### config.mk
export PLATFORM = sky130hd
export DESIGN_NAME = staged_reset_release_sequencer
export DESIGN_NICKNAME = d
export VERILOG_FILES = /design/src/reset_seq_pkg.sv /design/src/stretch_counter.sv /design/src/staged_reset_release_sequencer.sv
export SDC_FILE = /design/constraint.sdc
export NUM_CORES = 1
export LEC_CHECK = 0
export ABC_AREA = 0
export BUFFER_PORTS_ARGS = -buffer_cell sky130_fd_sc_hd__buf_2
export CAP_MARGIN = 10
export CORE_MARGIN = 2
export CORE_UTILIZATION = 45
export DETAILED_ROUTE_END_ITERATION = 10
export SLEW_MARGIN = 20
export SYNTH_ARGS = -nofsm -noshare
export SYNTH_HDL_FRONTEND = slang
export SYNTH_SLANG_ARGS = --single-unit
### constraint.sdc
create_clock -name ref_clk -period 2.4 [get_ports ref_clk]
set_input_delay 0.24 -clock ref_clk [delete_from_list [all_inputs] [get_ports ref_clk]]
set_output_delay 0.24 -clock ref_clk [all_outputs]
set_load 0.02 [all_outputs]
### src/reset_seq_pkg.sv
package reset_seq_pkg;

  // Clock rates
  localparam int OSCILLATOR_CLOCK_HZ = 200_000_000;

  // Stretch counts in cycles
  localparam int POR_STRETCH_CYCLES = 64;
  localparam int COMBINED_SYNC_CYCLES = 3;
  localparam int CLKGEN_STRETCH_CYCLES = 32;
  localparam int PERIP_STRETCH_CYCLES = 32;
  localparam int CORE_STRETCH_CYCLES = 32;

  // Counter width covers the largest stretch
  localparam int CNT_W = 7;
  typedef logic [CNT_W-1:0] cnt_t;

  // Reset value of every counter
  localparam cnt_t CNT_RESET = 7'h00;

  // Stage of the staged release
  typedef enum logic [2:0] {
    ST_COMBINED,
    ST_CLKGEN,
    ST_PERIP,
    ST_CORE,
    ST_RUN
  } stage_e;

  // Raw reset sources, all active high
  typedef struct packed {
    logic powerOn;
    logic extPin;
    logic softwareReq;
    logic watchdogTimeout;
    logic clockLoss;
  } reset_src_s;

  // Downstream resets, all active high
  typedef struct packed {
    logic clockGeneratorReset;
    logic peripheralReset;
    logic coreReset;
    logic syncLogicReset;
    logic debugPortReset;
  } reset_out_s;

  // Every downstream reset asserted while srst is high
  localparam reset_out_s RESETS_AFTER_SRST = 5'h1f;

endpackage

### src/stretch_counter.sv
module stretch_counter
  import reset_seq_pkg::*;
#(
  parameter cnt_t LIMIT = 7'h20
)
(
  input wire logic ref_clk,
  input wire logic clear,
  input wire logic enable,
  output logic done
);

  // Count of enabled cycles since clear
  cnt_t count_reg;
  cnt_t count_next;

  // Saturate at the limit
  always_comb
  begin
    count_next = count_reg;
    if (clear)
    begin
      count_next = CNT_RESET;
    end
    else if (enable && (count_reg != LIMIT))
    begin
      count_next = count_reg + 7'h01;
    end
  end

  // Register only
  always_ff @(posedge ref_clk)
  begin
    count_reg <= count_next;
  end

  // Done once limit is reached
  assign done = (count_reg == LIMIT);

endmodule

### src/staged_reset_release_sequencer.sv
// Function
// Five sources: pin, power-on, software, watchdog, clock-loss
// Power-on stretched 64 oscillator cycles
// Combined reset ORs all; holds everything else
// Control, sync generator, clkgen stretcher wait combined
// Software/watchdog logic released three cycles after
// Clock-generator reset released 32 cycles after combined
// Clkgen release enables clocks, starts peripheral stretch
// Peripheral reset released 32 system cycles later
// Peripheral release starts core stretcher
// Core reset released 32 cycles after peripheral
// Core release marks start-up complete
// Early counters use oscillator clock
// Total combined-to-clkgen stretch up to 96 cycles
// Clkgen reset released on a clock edge
// Peripheral, core resets released on clock edges
// Debug port reset only by power-on
// No interrupts raised
// Any source reassertion restarts whole sequence; code ignores soft, watchdog, clock-loss while sync logic held
module staged_reset_release_sequencer
  import reset_seq_pkg::*;
(
  input wire logic ref_clk,
  input wire logic srst,
  input wire logic powerOnRaw,
  input wire logic extResetPin_n,
  input wire logic softwareReset,
  input wire logic watchdogTimeoutReset,
  input wire logic clockLossReset,
  output logic clockGeneratorReset,
  output logic peripheralReset,
  output logic coreReset,
  output logic syncLogicReset,
  output logic debugPortReset,
  output logic startupDone
);

  // Synchroniser stages for the two pin sources
  logic porMeta_reg;
  logic porSync_reg;
  logic extMeta_reg;
  logic extSync_reg;

  // Two flops before any logic reads a pin
  always_ff @(posedge ref_clk)
  begin
    porMeta_reg <= powerOnRaw;
    porSync_reg <= porMeta_reg;
    extMeta_reg <= ~extResetPin_n;
    extSync_reg <= extMeta_reg;
  end

  // Source bundle
  reset_src_s src;
  always_comb
  begin
    src.powerOn = porSync_reg | srst;
    src.extPin = extSync_reg;
    src.softwareReq = softwareReset;
    src.watchdogTimeout = watchdogTimeoutReset;
    src.clockLoss = clockLossReset;
  end

  // Power-on stretcher, free of combined reset
  logic porDone;
  stretch_counter #(
    .LIMIT(cnt_t'(POR_STRETCH_CYCLES))
  ) u_por_stretch (
    .ref_clk(ref_clk),
    .clear(src.powerOn),
    .enable(1'b1),
    .done(porDone)
  );
  // Stretched power-on, counted on oscillator clock
  logic extendedPor;
  assign extendedPor = ~porDone;

  // Sync-source gating: soft/watchdog/clock-loss inputs ignored while sync logic is held
  logic syncHeld;
  logic combined;
  // OR of all sources; soft, watchdog, clock-loss reassertion ignored while syncHeld
  assign combined = extendedPor | src.extPin
    | ((src.softwareReq | src.watchdogTimeout | src.clockLoss) & ~syncHeld);

  // Sync reset generator counter
  logic syncDone;
  stretch_counter #(
    .LIMIT(cnt_t'(COMBINED_SYNC_CYCLES))
  ) u_sync_stretch (
    .ref_clk(ref_clk),
    .clear(combined),
    .enable(1'b1),
    .done(syncDone)
  );
  assign syncHeld = ~syncDone;

  // Clock-generator stretcher
  logic clkgenDone;
  stretch_counter #(
    .LIMIT(cnt_t'(CLKGEN_STRETCH_CYCLES))
  ) u_clkgen_stretch (
    .ref_clk(ref_clk),
    .clear(combined),
    .enable(1'b1),
    .done(clkgenDone)
  );

  // Stage state
  stage_e stage_reg;
  stage_e stage_next;

  // Peripheral and core stretchers
  logic peripDone;
  logic coreDone;
  stretch_counter #(
    .LIMIT(cnt_t'(PERIP_STRETCH_CYCLES))
  ) u_perip_stretch (
    .ref_clk(ref_clk),
    .clear(stage_reg != ST_PERIP),
    .enable(1'b1),
    .done(peripDone)
  );
  stretch_counter #(
    .LIMIT(cnt_t'(CORE_STRETCH_CYCLES))
  ) u_core_stretch (
    .ref_clk(ref_clk),
    .clear(stage_reg != ST_CORE),
    .enable(1'b1),
    .done(coreDone)
  );

  // Next stage
  always_comb
  begin
    stage_next = stage_reg;
    if (combined)
    begin
      stage_next = ST_COMBINED;
    end
    else
    begin
      unique case (stage_reg)
        // Waiting for combined release
        ST_COMBINED:
        begin
          stage_next = ST_CLKGEN;
        end
        // Clock-generator stretch
        ST_CLKGEN:
        begin
          if (clkgenDone)
          begin
            stage_next = ST_PERIP;
          end
        end
        // Peripheral stretch
        ST_PERIP:
        begin
          if (peripDone)
          begin
            stage_next = ST_CORE;
          end
        end
        // Core stretch
        ST_CORE:
        begin
          if (coreDone)
          begin
            stage_next = ST_RUN;
          end
        end
        // Running
        ST_RUN:
        begin
          stage_next = ST_RUN;
        end
      endcase
    end
  end

  // Registered outputs, next values
  reset_out_s out_reg;
  reset_out_s out_next;
  logic done_reg;
  logic done_next;

  // Output decode from next stage, combined/syncHeld and extendedPor, released on the clock edge
  always_comb
  begin
    out_next.clockGeneratorReset = (stage_next == ST_COMBINED) || (stage_next == ST_CLKGEN);
    out_next.peripheralReset = out_next.clockGeneratorReset || (stage_next == ST_PERIP);
    out_next.coreReset = out_next.peripheralReset || (stage_next == ST_CORE);
    out_next.syncLogicReset = combined | syncHeld;
    out_next.debugPortReset = extendedPor;
    done_next = (stage_next == ST_RUN);
  end

  // Registers; srst is a power-on source and also a synchronous reset of these flops
  always_ff @(posedge ref_clk)
  begin
    if (srst)
    begin
      stage_reg <= ST_COMBINED;
      out_reg <= RESETS_AFTER_SRST;
      done_reg <= 1'b0;
    end
    else
    begin
      stage_reg <= stage_next;
      out_reg <= out_next;
      done_reg <= done_next;
    end
  end

  // Output drive; no interrupt output exists
  assign clockGeneratorReset = out_reg.clockGeneratorReset;
  assign peripheralReset = out_reg.peripheralReset;
  assign coreReset = out_reg.coreReset;
  assign syncLogicReset = out_reg.syncLogicReset;
  assign debugPortReset = out_reg.debugPortReset;
  assign startupDone = done_reg;

  // Saturating age step, cleared while the watched reset is high
  function automatic logic [7:0] ageStep(input logic [7:0] age, input logic hold);
    if (hold)
    begin
      return 8'h00;
    end
    return (age == 8'hff) ? age : age + 8'h01;
  endfunction

  // Helper ages: cycles since combined, clkgen and peripheral resets were high
  logic [7:0] combAge_reg;
  logic [7:0] combAge_next;
  logic [7:0] clkgenAge_reg;
  logic [7:0] clkgenAge_next;
  logic [7:0] peripAge_reg;
  logic [7:0] peripAge_next;

  // Next ages; a combined reset restarts all three
  always_comb
  begin
    combAge_next = ageStep(combAge_reg, srst || combined);
    clkgenAge_next = ageStep(clkgenAge_reg, srst || combined || clockGeneratorReset);
    peripAge_next = ageStep(peripAge_reg, srst || combined || peripheralReset);
  end

  // Register only
  always_ff @(posedge ref_clk)
  begin
    combAge_reg <= combAge_next;
    clkgenAge_reg <= clkgenAge_next;
    peripAge_reg <= peripAge_next;
  end

  // Combined reset forces clock generator into reset next cycle
  property p_combined_holds;
    @(posedge ref_clk) disable iff (srst)
      combined |=> clockGeneratorReset;
  endproperty
  a_combined_holds: assert property (p_combined_holds) else $error("clkgen not held by combined");

  // Clock-generator reset held the full stretch after combined drops
  property p_clkgen_min;
    @(posedge ref_clk) disable iff (srst)
      !clockGeneratorReset |-> (combAge_reg >= CLKGEN_STRETCH_CYCLES);
  endproperty
  a_clkgen_min: assert property (p_clkgen_min) else $error("clkgen released early");

  // Clock generator released within bound after combined drop
  property p_clkgen_max;
    @(posedge ref_clk) disable iff (srst)
      (combAge_reg >= CLKGEN_STRETCH_CYCLES + 2) |-> !clockGeneratorReset;
  endproperty
  a_clkgen_max: assert property (p_clkgen_max) else $error("clkgen not released");

  // Peripheral released no later than just after its stretch
  property p_perip_timing;
    @(posedge ref_clk) disable iff (srst)
      (clkgenAge_reg >= PERIP_STRETCH_CYCLES + 2) |-> !peripheralReset;
  endproperty
  a_perip_timing: assert property (p_perip_timing) else $error("peripheral release late");

  // Peripheral held the full stretch after clkgen release
  property p_perip_min;
    @(posedge ref_clk) disable iff (srst)
      !peripheralReset |-> (clkgenAge_reg >= PERIP_STRETCH_CYCLES);
  endproperty
  a_perip_min: assert property (p_perip_min) else $error("peripheral released early");

  // Peripheral never released before clkgen
  property p_order;
    @(posedge ref_clk) disable iff (srst)
      clockGeneratorReset |-> peripheralReset && coreReset;
  endproperty
  a_order: assert property (p_order) else $error("release order violated");

  // Core released no sooner than 31 cycles after peripheral
  property p_core_timing;
    @(posedge ref_clk) disable iff (srst)
      $fell(coreReset) |-> peripAge_reg >= 8'h1f;
  endproperty
  a_core_timing: assert property (p_core_timing) else $error("core released early");

  // Core released within bound after peripheral release
  property p_core_max;
    @(posedge ref_clk) disable iff (srst)
      (peripAge_reg >= CORE_STRETCH_CYCLES + 2) |-> !coreReset;
  endproperty
  a_core_max: assert property (p_core_max) else $error("core release late");

  // Startup done matches core release
  property p_done;
    @(posedge ref_clk) disable iff (srst)
      startupDone == !coreReset;
  endproperty
  a_done: assert property (p_done) else $error("startup flag mismatch");

  // Sync logic held while combined asserted
  property p_sync_hold;
    @(posedge ref_clk) disable iff (srst)
      combined |=> syncLogicReset [*3];
  endproperty
  a_sync_hold: assert property (p_sync_hold) else $error("sync logic released early");

  // Debug port follows power-on only
  property p_debug;
    @(posedge ref_clk) disable iff (srst)
      (!extendedPor && src.extPin) |=> !debugPortReset;
  endproperty
  a_debug: assert property (p_debug) else $error("debug reset by non power-on");

endmodule

==> results.py, run 1 <==
metrics = {
    "placement": {
        "dp_hpwl_microns": 2320,
        "place_congestion": 0.716,
        "dp_cells": 269,
        "port_buffers": 12,
    },
    "power": {
        "power_mw": 1.27,
        "powerDensity_nw_per_um2": 568,
        "clkPwrFrac": 0.351,
        "combPwrFrac": 0.014,
        "power.switching_mw": 0.258,
        "seq_power_share": 0.635,
        "p_leak_nw": 0.840,
        "p_int_mw": 1.01,
        "p_sw_frac": 0.204,
        "ir_worst_vdd_mv": 0.253,
    },
    "sta": {
        "post-route-min-period_ps": 1920,
        "fin_worst_skew_ps": 8.36,
        "maxSlewViolCount": 0,
        "finalSetupViolCount": 0,
        "hold_viol_final": 0,
        "hold_slack_ps": 53.5,
        "timing.fmax_ghz": 0.520,
        "period_share": 0.802,
        "rsz0062_at_grt": "false",
        "fin_setup_tns_ps": 0,
        "max_slew.worst_pin.slew_ps": 377,
        "slew_headroom": 0.745,
    },
    "job": {
        "maxCapViolations": 0,
    },
    "synth": {
        "ys_seq_elements": 48,
        "syn_area_per_cell_sq_um": 9.82,
        "synth_fp_nets": 224,
        "yosys-top-cells-area": "dfxtp_1 47%, xnor2_1 7.3%, nor2_1 6.6%",
        "synthArstFlopShare": 0,
        "synth-edff-count": 0,
        "yosysSeqAreaShare": 0.471,
        "ys_types": 35,
        "syn_area_sq_um": 2040,
        "yosys_most_used_dff": "dfxtp_1",
        "synth_top_area_share": 0.471,
        "synth_top_area_cell": "dfxtp_1",
        "synth_most_common_cell": "dfxtp_1",
        "synthTopCellsByCount": "48 x dfxtp_1, 36 x nor2_1, 17 x xnor2_1, 16 x nand3_1, 13 x xor2_1",
        "ys.warnings.count": 0,
        "syn-instance-count": 208,
    },
    "clock_tree": {
        "cts-root-buf": "clkbuf_8",
        "post-cts-setup-buffers": 0,
        "clock-sinks": 48,
        "post_cts_resized": 0,
        "cts_tree": "yes",
        "clk_path_buf_depth": 2,
        "holdBufCountCts": 0,
        "clk_latency_ps": 290,
        "cts_max_level": 2,
        "path_clk_slew_ps": 90,
        "cts_buffers": 5,
    },
    "routing": {
        "drtPass1Iterations": 4,
        "antenna_left": 0,
        "wl_per_cell_microns": 11.5,
        "viasPerCell": 5.00,
        "drcViolationCount": 0,
        "drt-total-wl_microns": 3170,
        "drt_iter0_drc": 35,
        "vias": 1379,
    },
    "worst_setup_path": {
        "cp-end-kind": "flip-flop",
        "path_buf_inv": 1,
        "crit_chain": "inv_1, ha_1, nor4b_4, nand3b_4, or4_4, a2111oi_4",
        "required_ps": 2600,
        "slowest_delay_ps": 570,
        "r2r-start": "u_por_stretch.count_reg[0]$_SDFFE_PP0P_",
        "crit_type": "flip-flop to flip-flop",
        "critPathSlowestCell": "or4_4",
        "start_kind": "flip-flop",
        "critPathMaxFanout": 8,
        "cp_top_family": "simple AND/OR/NAND/NOR gates",
        "cp.arrival_ps": 2120,
        "crit_start": "u_por_stretch.count_reg[0]$_SDFFE_PP0P_",
    },
    "final_layout": {
        "drive_gt1_frac": 0.116,
        "area_growth_pct": 9.19,
        "nFillCells": 417,
        "layout.nets": 240,
        "post-route-util": 0.512,
        "insertedDiodeCount": 0,
        "stdcell_count": 276,
    },
    "die": {
        "core_sq_um": 4350,
        "num_io_pins": 13,
        "die_w_microns": 71.4,
        "initial_core_util": 0.469,
        "die_area_sq_um": 5090,
        "die_h_microns": 71.4,
        "rows": 24,
    },
    "min_path": {
        "hp-class": "primary input to flip-flop",
        "min_from": "powerOnRaw",
    },
    "grt": {
        "grt.total_usage": 0.141,
        "grt_start_max_net_pins": 14,
        "grt_pass1_vias": 1281,
        "antenna_found_initial": 0,
        "grt-ovfl-total": 0,
        "grt_pass1_wl_microns": 5760,
    },
    "status": {
        "status": "completed",
    },
}
-- cell usage in the layout (no fill, tap or decap), drive strengths merged, types with 7 or more instances in the layout --
cell and instances:
nand3 16, buf 13, dfxtp 48, nor2 36
inv 11, ha 9, xor2 13, nor3 7
xnor2 17, and3 7
-- stage by stage --
step                      setup WS [ps]  cell area, sq um
after global routing                337              2230
after detailed placement            474              2150
after global placement              546              2150
final                               475              2230
after floorplan                     560              2040
after CTS                           451              2230
-- power groups by stage --
stage	clock network, mW	logic (mW)	registers [mW]
floorplan	0	0.00986	0.823
global placement	0	0.0172	0.823
detailed placement	0	0.0176	0.824
CTS	0.472	0.0177	0.805
global route	0.504	0.0195	0.806
finish	0.445	0.0171	0.805
-- cell type report --
type,count,area (sq um),area share
sequential,48,961,0.431
clock inverter,1,5.00,0.00224
timing repair buffer,13,67.6,0.0303
multi-input combinational,145,1020,0.456
tap,52,65.1,0.0292
clock buffer,6,72.6,0.0325
inverter,11,41.3,0.0185
-- worst register-to-register path, stage by stage, from the launching register on --
cell	delay (ps)
dfxtp_1	360
inv_1	70
ha_1	150
nor4b_4	230
nand3b_4	160
or4_4	570
a2111oi_4	280
-- worst paths after layout --
| path | endpoint | slack, ps | cells after the start |
|---|---|---|---|
| worst max-delay path | stage_reg[0]$_SDFF_PP0_ | 480 | 6 |
| worst min register to register | porSync_reg$_DFF_P_ | 330 | 0 |
| worst max register to register | stage_reg[0]$_SDFF_PP0_ | 480 | 6 |
| worst min-delay path | porMeta_reg$_DFF_P_ | 50 | 1 |
-- kinds of logic after synthesis --
kind of cell / after synthesis / synth area share
compound gates: 8 / 0.0380
xor+xnor: 30 / 0.129
fa+ha+maj: 9 / 0.0551
buf+inv: 15 / 0.0312
flops: 48 / 0.471
mux: 6 / 0.0300
simple gates: 92 / 0.246
-- routing by layer --
metal | global-route usage | wire, microns | vias up
met5 | 0 | 0 | -
met2 | 0.200 | 1320 | 22
li1 | - | - | 725
met1 | 0.203 | 1660 | 626
met4 | 0.0503 | 50 | 0
met3 | 0.0450 | 136 | 6
Power figures use the tool's default switching activity.
==> run 2, diff against run 1 <==
==> constraint.sdc (replaced) <==
create_clock -name ref_clk -period 1.9 [get_ports ref_clk]
set_input_delay 0.19 -clock ref_clk [delete_from_list [all_inputs] [get_ports ref_clk]]
set_output_delay 0.19 -clock ref_clk [all_outputs]
set_load 0.02 [all_outputs]
==> results.py, run 2 (synthesis results as in run 1) <==
metrics = {
    "status": {
        "status": "completed",
    },
    "power": {
        "power_mw": 1.84,
        "powerDensity_nw_per_um2": 786,
        "ir_worst_vdd_mv": 0.418,
        "p_leak_nw": 0.897,
    },
    "die": {
        "num_io_pins": 13,
        "core_sq_um": 4350,
        "initial_core_util": 0.469,
        "die_w_microns": 71.4,
        "die_area_sq_um": 5090,
        "die_h_microns": 71.4,
        "rows": 24,
    },
    "clock_tree": {
        "cts-root-buf": "clkbuf_8",
        "clock-sinks": 48,
        "path_clk_slew_ps": 90,
        "post-cts-setup-buffers": 0,
        "clk_latency_ps": 300,
        "cts_buffers": 5,
        "clk_path_buf_depth": 2,
        "cts_tree": "yes",
        "cts_max_level": 2,
    },
    "grt": {
        "grt_start_max_net_pins": 15,
        "grt-ovfl-total": 0,
        "grt_pass1_wl_microns": 5770,
        "grt_pass1_vias": 1336,
        "grt.total_usage": 0.141,
        "antenna_found_initial": 0,
    },
    "placement": {
        "place_congestion": 0.787,
        "port_buffers": 12,
        "dp_hpwl_microns": 2320,
    },
    "worst_setup_path": {
        "slowest_delay_ps": 610,
        "r2r_setup_slack_ps": 100,
        "r2r-start": "u_por_stretch.count_reg[1]$_SDFFE_PP0P_",
        "path_depth": 6,
        "required_ps": 2090,
        "cp.arrival_ps": 1990,
        "crit_end": "syncLogicReset$_SDFF_PP1_",
        "path_buf_inv": 1,
        "r2r-end": "syncLogicReset$_SDFF_PP1_",
        "start_kind": "flip-flop",
        "crit_start": "u_por_stretch.count_reg[1]$_SDFFE_PP0P_",
        "crit_type": "flip-flop to flip-flop",
        "critPathMaxFanout": 8,
        "cp-end-kind": "flip-flop",
        "cp_top_family": "simple AND/OR/NAND/NOR gates",
        "crit_chain": "inv_2, ha_4, nor4b_4, nand3b_4, or4_4, or2_1",
        "rr_worst_depth": 6,
        "critPathSlowestCell": "or4_4",
    },
    "final_layout": {
        "final_common_cell": "dfxtp_1",
        "final_cell_mix": "46 x dfxtp_1, 36 x nor2_1, 17 x xnor2_1, 16 x nand3_1, 13 x xor2_1",
        "drive_gt1_frac": 0.169,
        "multiInputGateArea_sq_um": 1030,
        "area_growth_pct": 14.9,
        "regArea_sq_um": 963,
        "insertedDiodeCount": 0,
        "layout.nets": 246,
        "nFillCells": 393,
    },
    "routing": {
        "vias": 1391,
        "viasPerCell": 4.92,
        "drtPass1Iterations": 4,
        "drt-total-wl_microns": 3300,
        "antenna_left": 0,
        "wl_per_cell_microns": 11.7,
        "drcViolationCount": 0,
        "drt_iter0_drc": 91,
    },
    "sta": {
        "timing.fmax_ghz": 0.557,
        "fin_setup_tns_ps": 0,
        "period_share": 0.945,
        "max_slew.worst_pin.slew_ps": 412,
        "hold_slack_ps": 28.1,
        "slew_headroom": 0.721,
        "fin_worst_skew_ps": 8.35,
        "post-route-min-period_ps": 1800,
        "maxSlewViolCount": 0,
        "rsz0062_at_grt": "false",
        "finalSetupViolCount": 0,
        "hold_viol_final": 0,
    },
    "min_path": {
        "hp-class": "primary input to flip-flop",
    },
    "job": {
        "maxCapViolations": 0,
    },
}
==> run 2: changes by cell type in the layout (fill, tap and decap cells not counted), sizes merged <==
cell / before / now
clkbuf: 6 / 7
dlygate4sd3: 0 / 1
clkinv: 1 / 0
bufinv: 0 / 1
buf: 13 / 18
==> run 2: worst min-delay path by stage <==
stage | start | to | cells past startpoint
after floorplan | powerOnRaw | porMeta_reg$_DFF_P_ | 0
after global placement | powerOnRaw | porMeta_reg$_DFF_P_ | 1
after detailed placement | powerOnRaw | porMeta_reg$_DFF_P_ | 1
after CTS | extResetPin_n | extMeta_reg$_DFF_P_ | 2
after global routing | extResetPin_n | extMeta_reg$_DFF_P_ | 2
final | extResetPin_n | extMeta_reg$_DFF_P_ | 2
==> run 2: repair_timing <==
action | 4_1_cts | 5_1_grt
gates resized for setup | 0 | 7
setup endpoints to repair | 0 | 4
endpoints found under the hold margin | 1 | 0
hold buffers | 1 | 0
==> run 2: power by group <==
part / switching, mW / total, mW / internal, mW
clock network: 0.333 / 0.797 / 0.464
logic: 0.0135 / 0.0310 / 0.0175
registers: 0.00358 / 1.02 / 1.01
==> run 2: cell type report <==
class | instances | share of cell area
Clock buffer | 7 | 0.0411
Clock inverter | 1 | 0.0128
Inverter | 11 | 0.0176
Multi-Input combinational cell | 145 | 0.441
Sequential cell | 48 | 0.411
Tap cell | 52 | 0.0277
Timing Repair Buffer | 19 | 0.0491
==> run 2: per-stage QoR <==
stage / util / instance area [sq um] / worst slack [ps] / instances
floorplan: - / 2040 / 60.0 / 208
global placement: 0.503 / 2190 / 137 / 274
finish: 0.539 / 2350 / 105 / 283
detailed placement: 0.503 / 2190 / 73.9 / 274
global route: 0.539 / 2350 / 1.22 / 283
CTS: 0.534 / 2330 / 59.5 / 283
==> run 2: worst reg2reg max path, stage by stage, from the launching register on <==
cell and delay, ps:
dfxtp_2 330, inv_2 60, ha_4 120, nor4b_4 230
nand3b_4 120, or4_4 610, or2_1 230
==> run 2: routing by layer <==
layer	routed length, microns	vias up	GRT usage
met3	110	5	0.0380
met2	1420	20	0.204
li1	-	740	-
met1	1720	626	0.193
met5	0	-	0
met4	50	0	0.0713
==> run 3, diff against run 2 <==
==> constraint.sdc (replaced) <==
create_clock -name ref_clk -period 2.18 [get_ports ref_clk]
set_input_delay 0.218 -clock ref_clk [delete_from_list [all_inputs] [get_ports ref_clk]]
set_output_delay 0.218 -clock ref_clk [all_outputs]
set_load 0.02 [all_outputs]
==> results.py, run 3 (synthesis results as in run 1) <==
metrics = {
    "sta": {
        "post-route-min-period_ps": 1920,
        "hold_viol_final": 0,
        "fin_setup_tns_ps": 0,
        "finalSetupViolCount": 0,
        "max_slew.worst_pin.slew_ps": 375,
        "maxSlewViolCount": 0,
        "period_share": 0.881,
        "rsz0062_at_grt": "false",
        "fin_worst_skew_ps": 9.99,
        "timing.fmax_ghz": 0.521,
        "slew_headroom": 0.747,
    },
    "clock_tree": {
        "cts_buffers": 5,
        "path_clk_slew_ps": 90,
        "cts_max_level": 2,
        "clk_path_buf_depth": 2,
        "post_cts_resized": 0,
        "holdBufCountCts": 0,
        "cts-root-buf": "clkbuf_8",
        "clk_latency_ps": 290,
        "post-cts-setup-buffers": 0,
        "clock-sinks": 48,
        "cts_tree": "yes",
    },
    "die": {
        "die_w_microns": 71.4,
        "die_h_microns": 71.4,
        "rows": 24,
        "die_area_sq_um": 5090,
        "core_sq_um": 4350,
        "initial_core_util": 0.469,
        "num_io_pins": 13,
    },
    "final_layout": {
        "multiInputGateArea_sq_um": 1020,
        "stdcell_area_sq_um": 2260,
        "nFillCells": 426,
        "insertedDiodeCount": 0,
        "final_cell_mix": "48 x dfxtp_1, 36 x nor2_1, 17 x xnor2_1, 16 x nand3_1, 13 x xor2_1",
        "drive_gt1_frac": 0.120,
        "final_common_cell": "dfxtp_1",
        "post-route-util": 0.519,
        "layout.nets": 240,
        "regArea_sq_um": 961,
        "area_growth_pct": 10.7,
    },
    "grt": {
        "antenna_found_initial": 0,
        "grt_pass1_vias": 1274,
        "grt_pass1_wl_microns": 5690,
        "grt_start_max_net_pins": 15,
        "grt.total_usage": 0.138,
        "grt-ovfl-total": 0,
    },
    "min_path": {
        "whs_path_depth": 1,
        "hp-class": "primary input to flip-flop",
    },
    "power": {
        "p_leak_nw": 0.854,
        "powerDensity_nw_per_um2": 677,
        "ir_worst_vdd_mv": 0.389,
    },
    "routing": {
        "wl_per_cell_microns": 11.4,
        "drcViolationCount": 0,
        "drtPass1Iterations": 4,
        "viasPerCell": 4.93,
        "drt-total-wl_microns": 3150,
        "antenna_left": 0,
        "drt_iter0_drc": 70,
        "vias": 1366,
    },
    "placement": {
        "dp_hpwl_microns": 2290,
        "detailed_place.area_sq_um": 2150,
        "place_congestion": 0.716,
        "port_buffers": 12,
    },
    "job": {
        "maxCapViolations": 0,
    },
    "worst_setup_path": {
        "cp.arrival_ps": 2120,
        "critPathMaxFanout": 8,
        "crit_type": "flip-flop to flip-flop",
        "rr_worst_depth": 6,
        "cp-end-kind": "flip-flop",
        "start_kind": "flip-flop",
        "required_ps": 2380,
    },
    "status": {
        "status": "completed",
    },
}
[run 3: changes by cell type in the layout (fill, tap and decap cells not counted), moves of 2 or more]
cell / previous run / this run
clkbuf_8: 7 / 5
inv_2: 2 / 0
buf_4: 6 / 1
dfxtp_2: 2 / 0
dfxtp_1: 46 / 48
inv_1: 9 / 11
[run 3: critical path, cell delays in order, from the launching register on]
cell	delay, ps
dfxtp_1	360
inv_1	70
ha_1	150
nor4b_4	230
nand3b_4	160
or4_4	570
a2111oi_4	280
[run 3: final timing paths]
kind / slack, ps / endpoint / start
setup / recovery: 260 / stage_reg[0]$_SDFF_PP0_ / u_por_stretch.count_reg[0]$_SDFFE_PP0P_
hold / removal: 30 / porMeta_reg$_DFF_P_ / powerOnRaw
setup reg to reg: 260 / stage_reg[0]$_SDFF_PP0_ / u_por_stretch.count_reg[0]$_SDFFE_PP0P_
hold reg to reg: 340 / extSync_reg$_DFF_P_ / extMeta_reg$_DFF_P_
[run 3: area by class of cell]
type                    instances  share of cell area
clock buffers                   6              0.0321
clock inverters                 2              0.0155
inverters                      11              0.0183
multi-input cells             145               0.450
flip-flops and latches         48               0.425
well taps                      52              0.0288
repair buffers                 13              0.0299
[run 3: where the power goes]
| group | switching, mW | internal, mW | leakage (nW) | total (mW) |
|---|---|---|---|---|
| registers | 0.00425 | 0.882 | 0.388 | 0.886 |
| logic | 0.00842 | 0.0106 | 0.411 | 0.0190 |
| clock network | 0.285 | 0.341 | 0.0552 | 0.625 |
| total | 0.297 | 1.23 | 0.854 | 1.53 |
[run 3: per-layer routing]
metal,GRT usage,part of all wire
met1,0.200,0.54
met2,0.199,0.43
met3,0.0380,0.019
met4,0.0440,0.0099
met5,0,0
[run 3: stage by stage]
stage | setup slack [ps] | hold slack [ps] | power, mW | std cells
floorplan | 340 | 246 | 0.917 | 208
global placement | 326 | 314 | 0.925 | 269
detailed placement | 266 | 320 | 0.926 | 269
CTS | 245 | 24.5 | 1.54 | 277
global route | 102 | 12.2 | 1.59 | 277
finish | 260 | 27.3 | 1.53 | 277
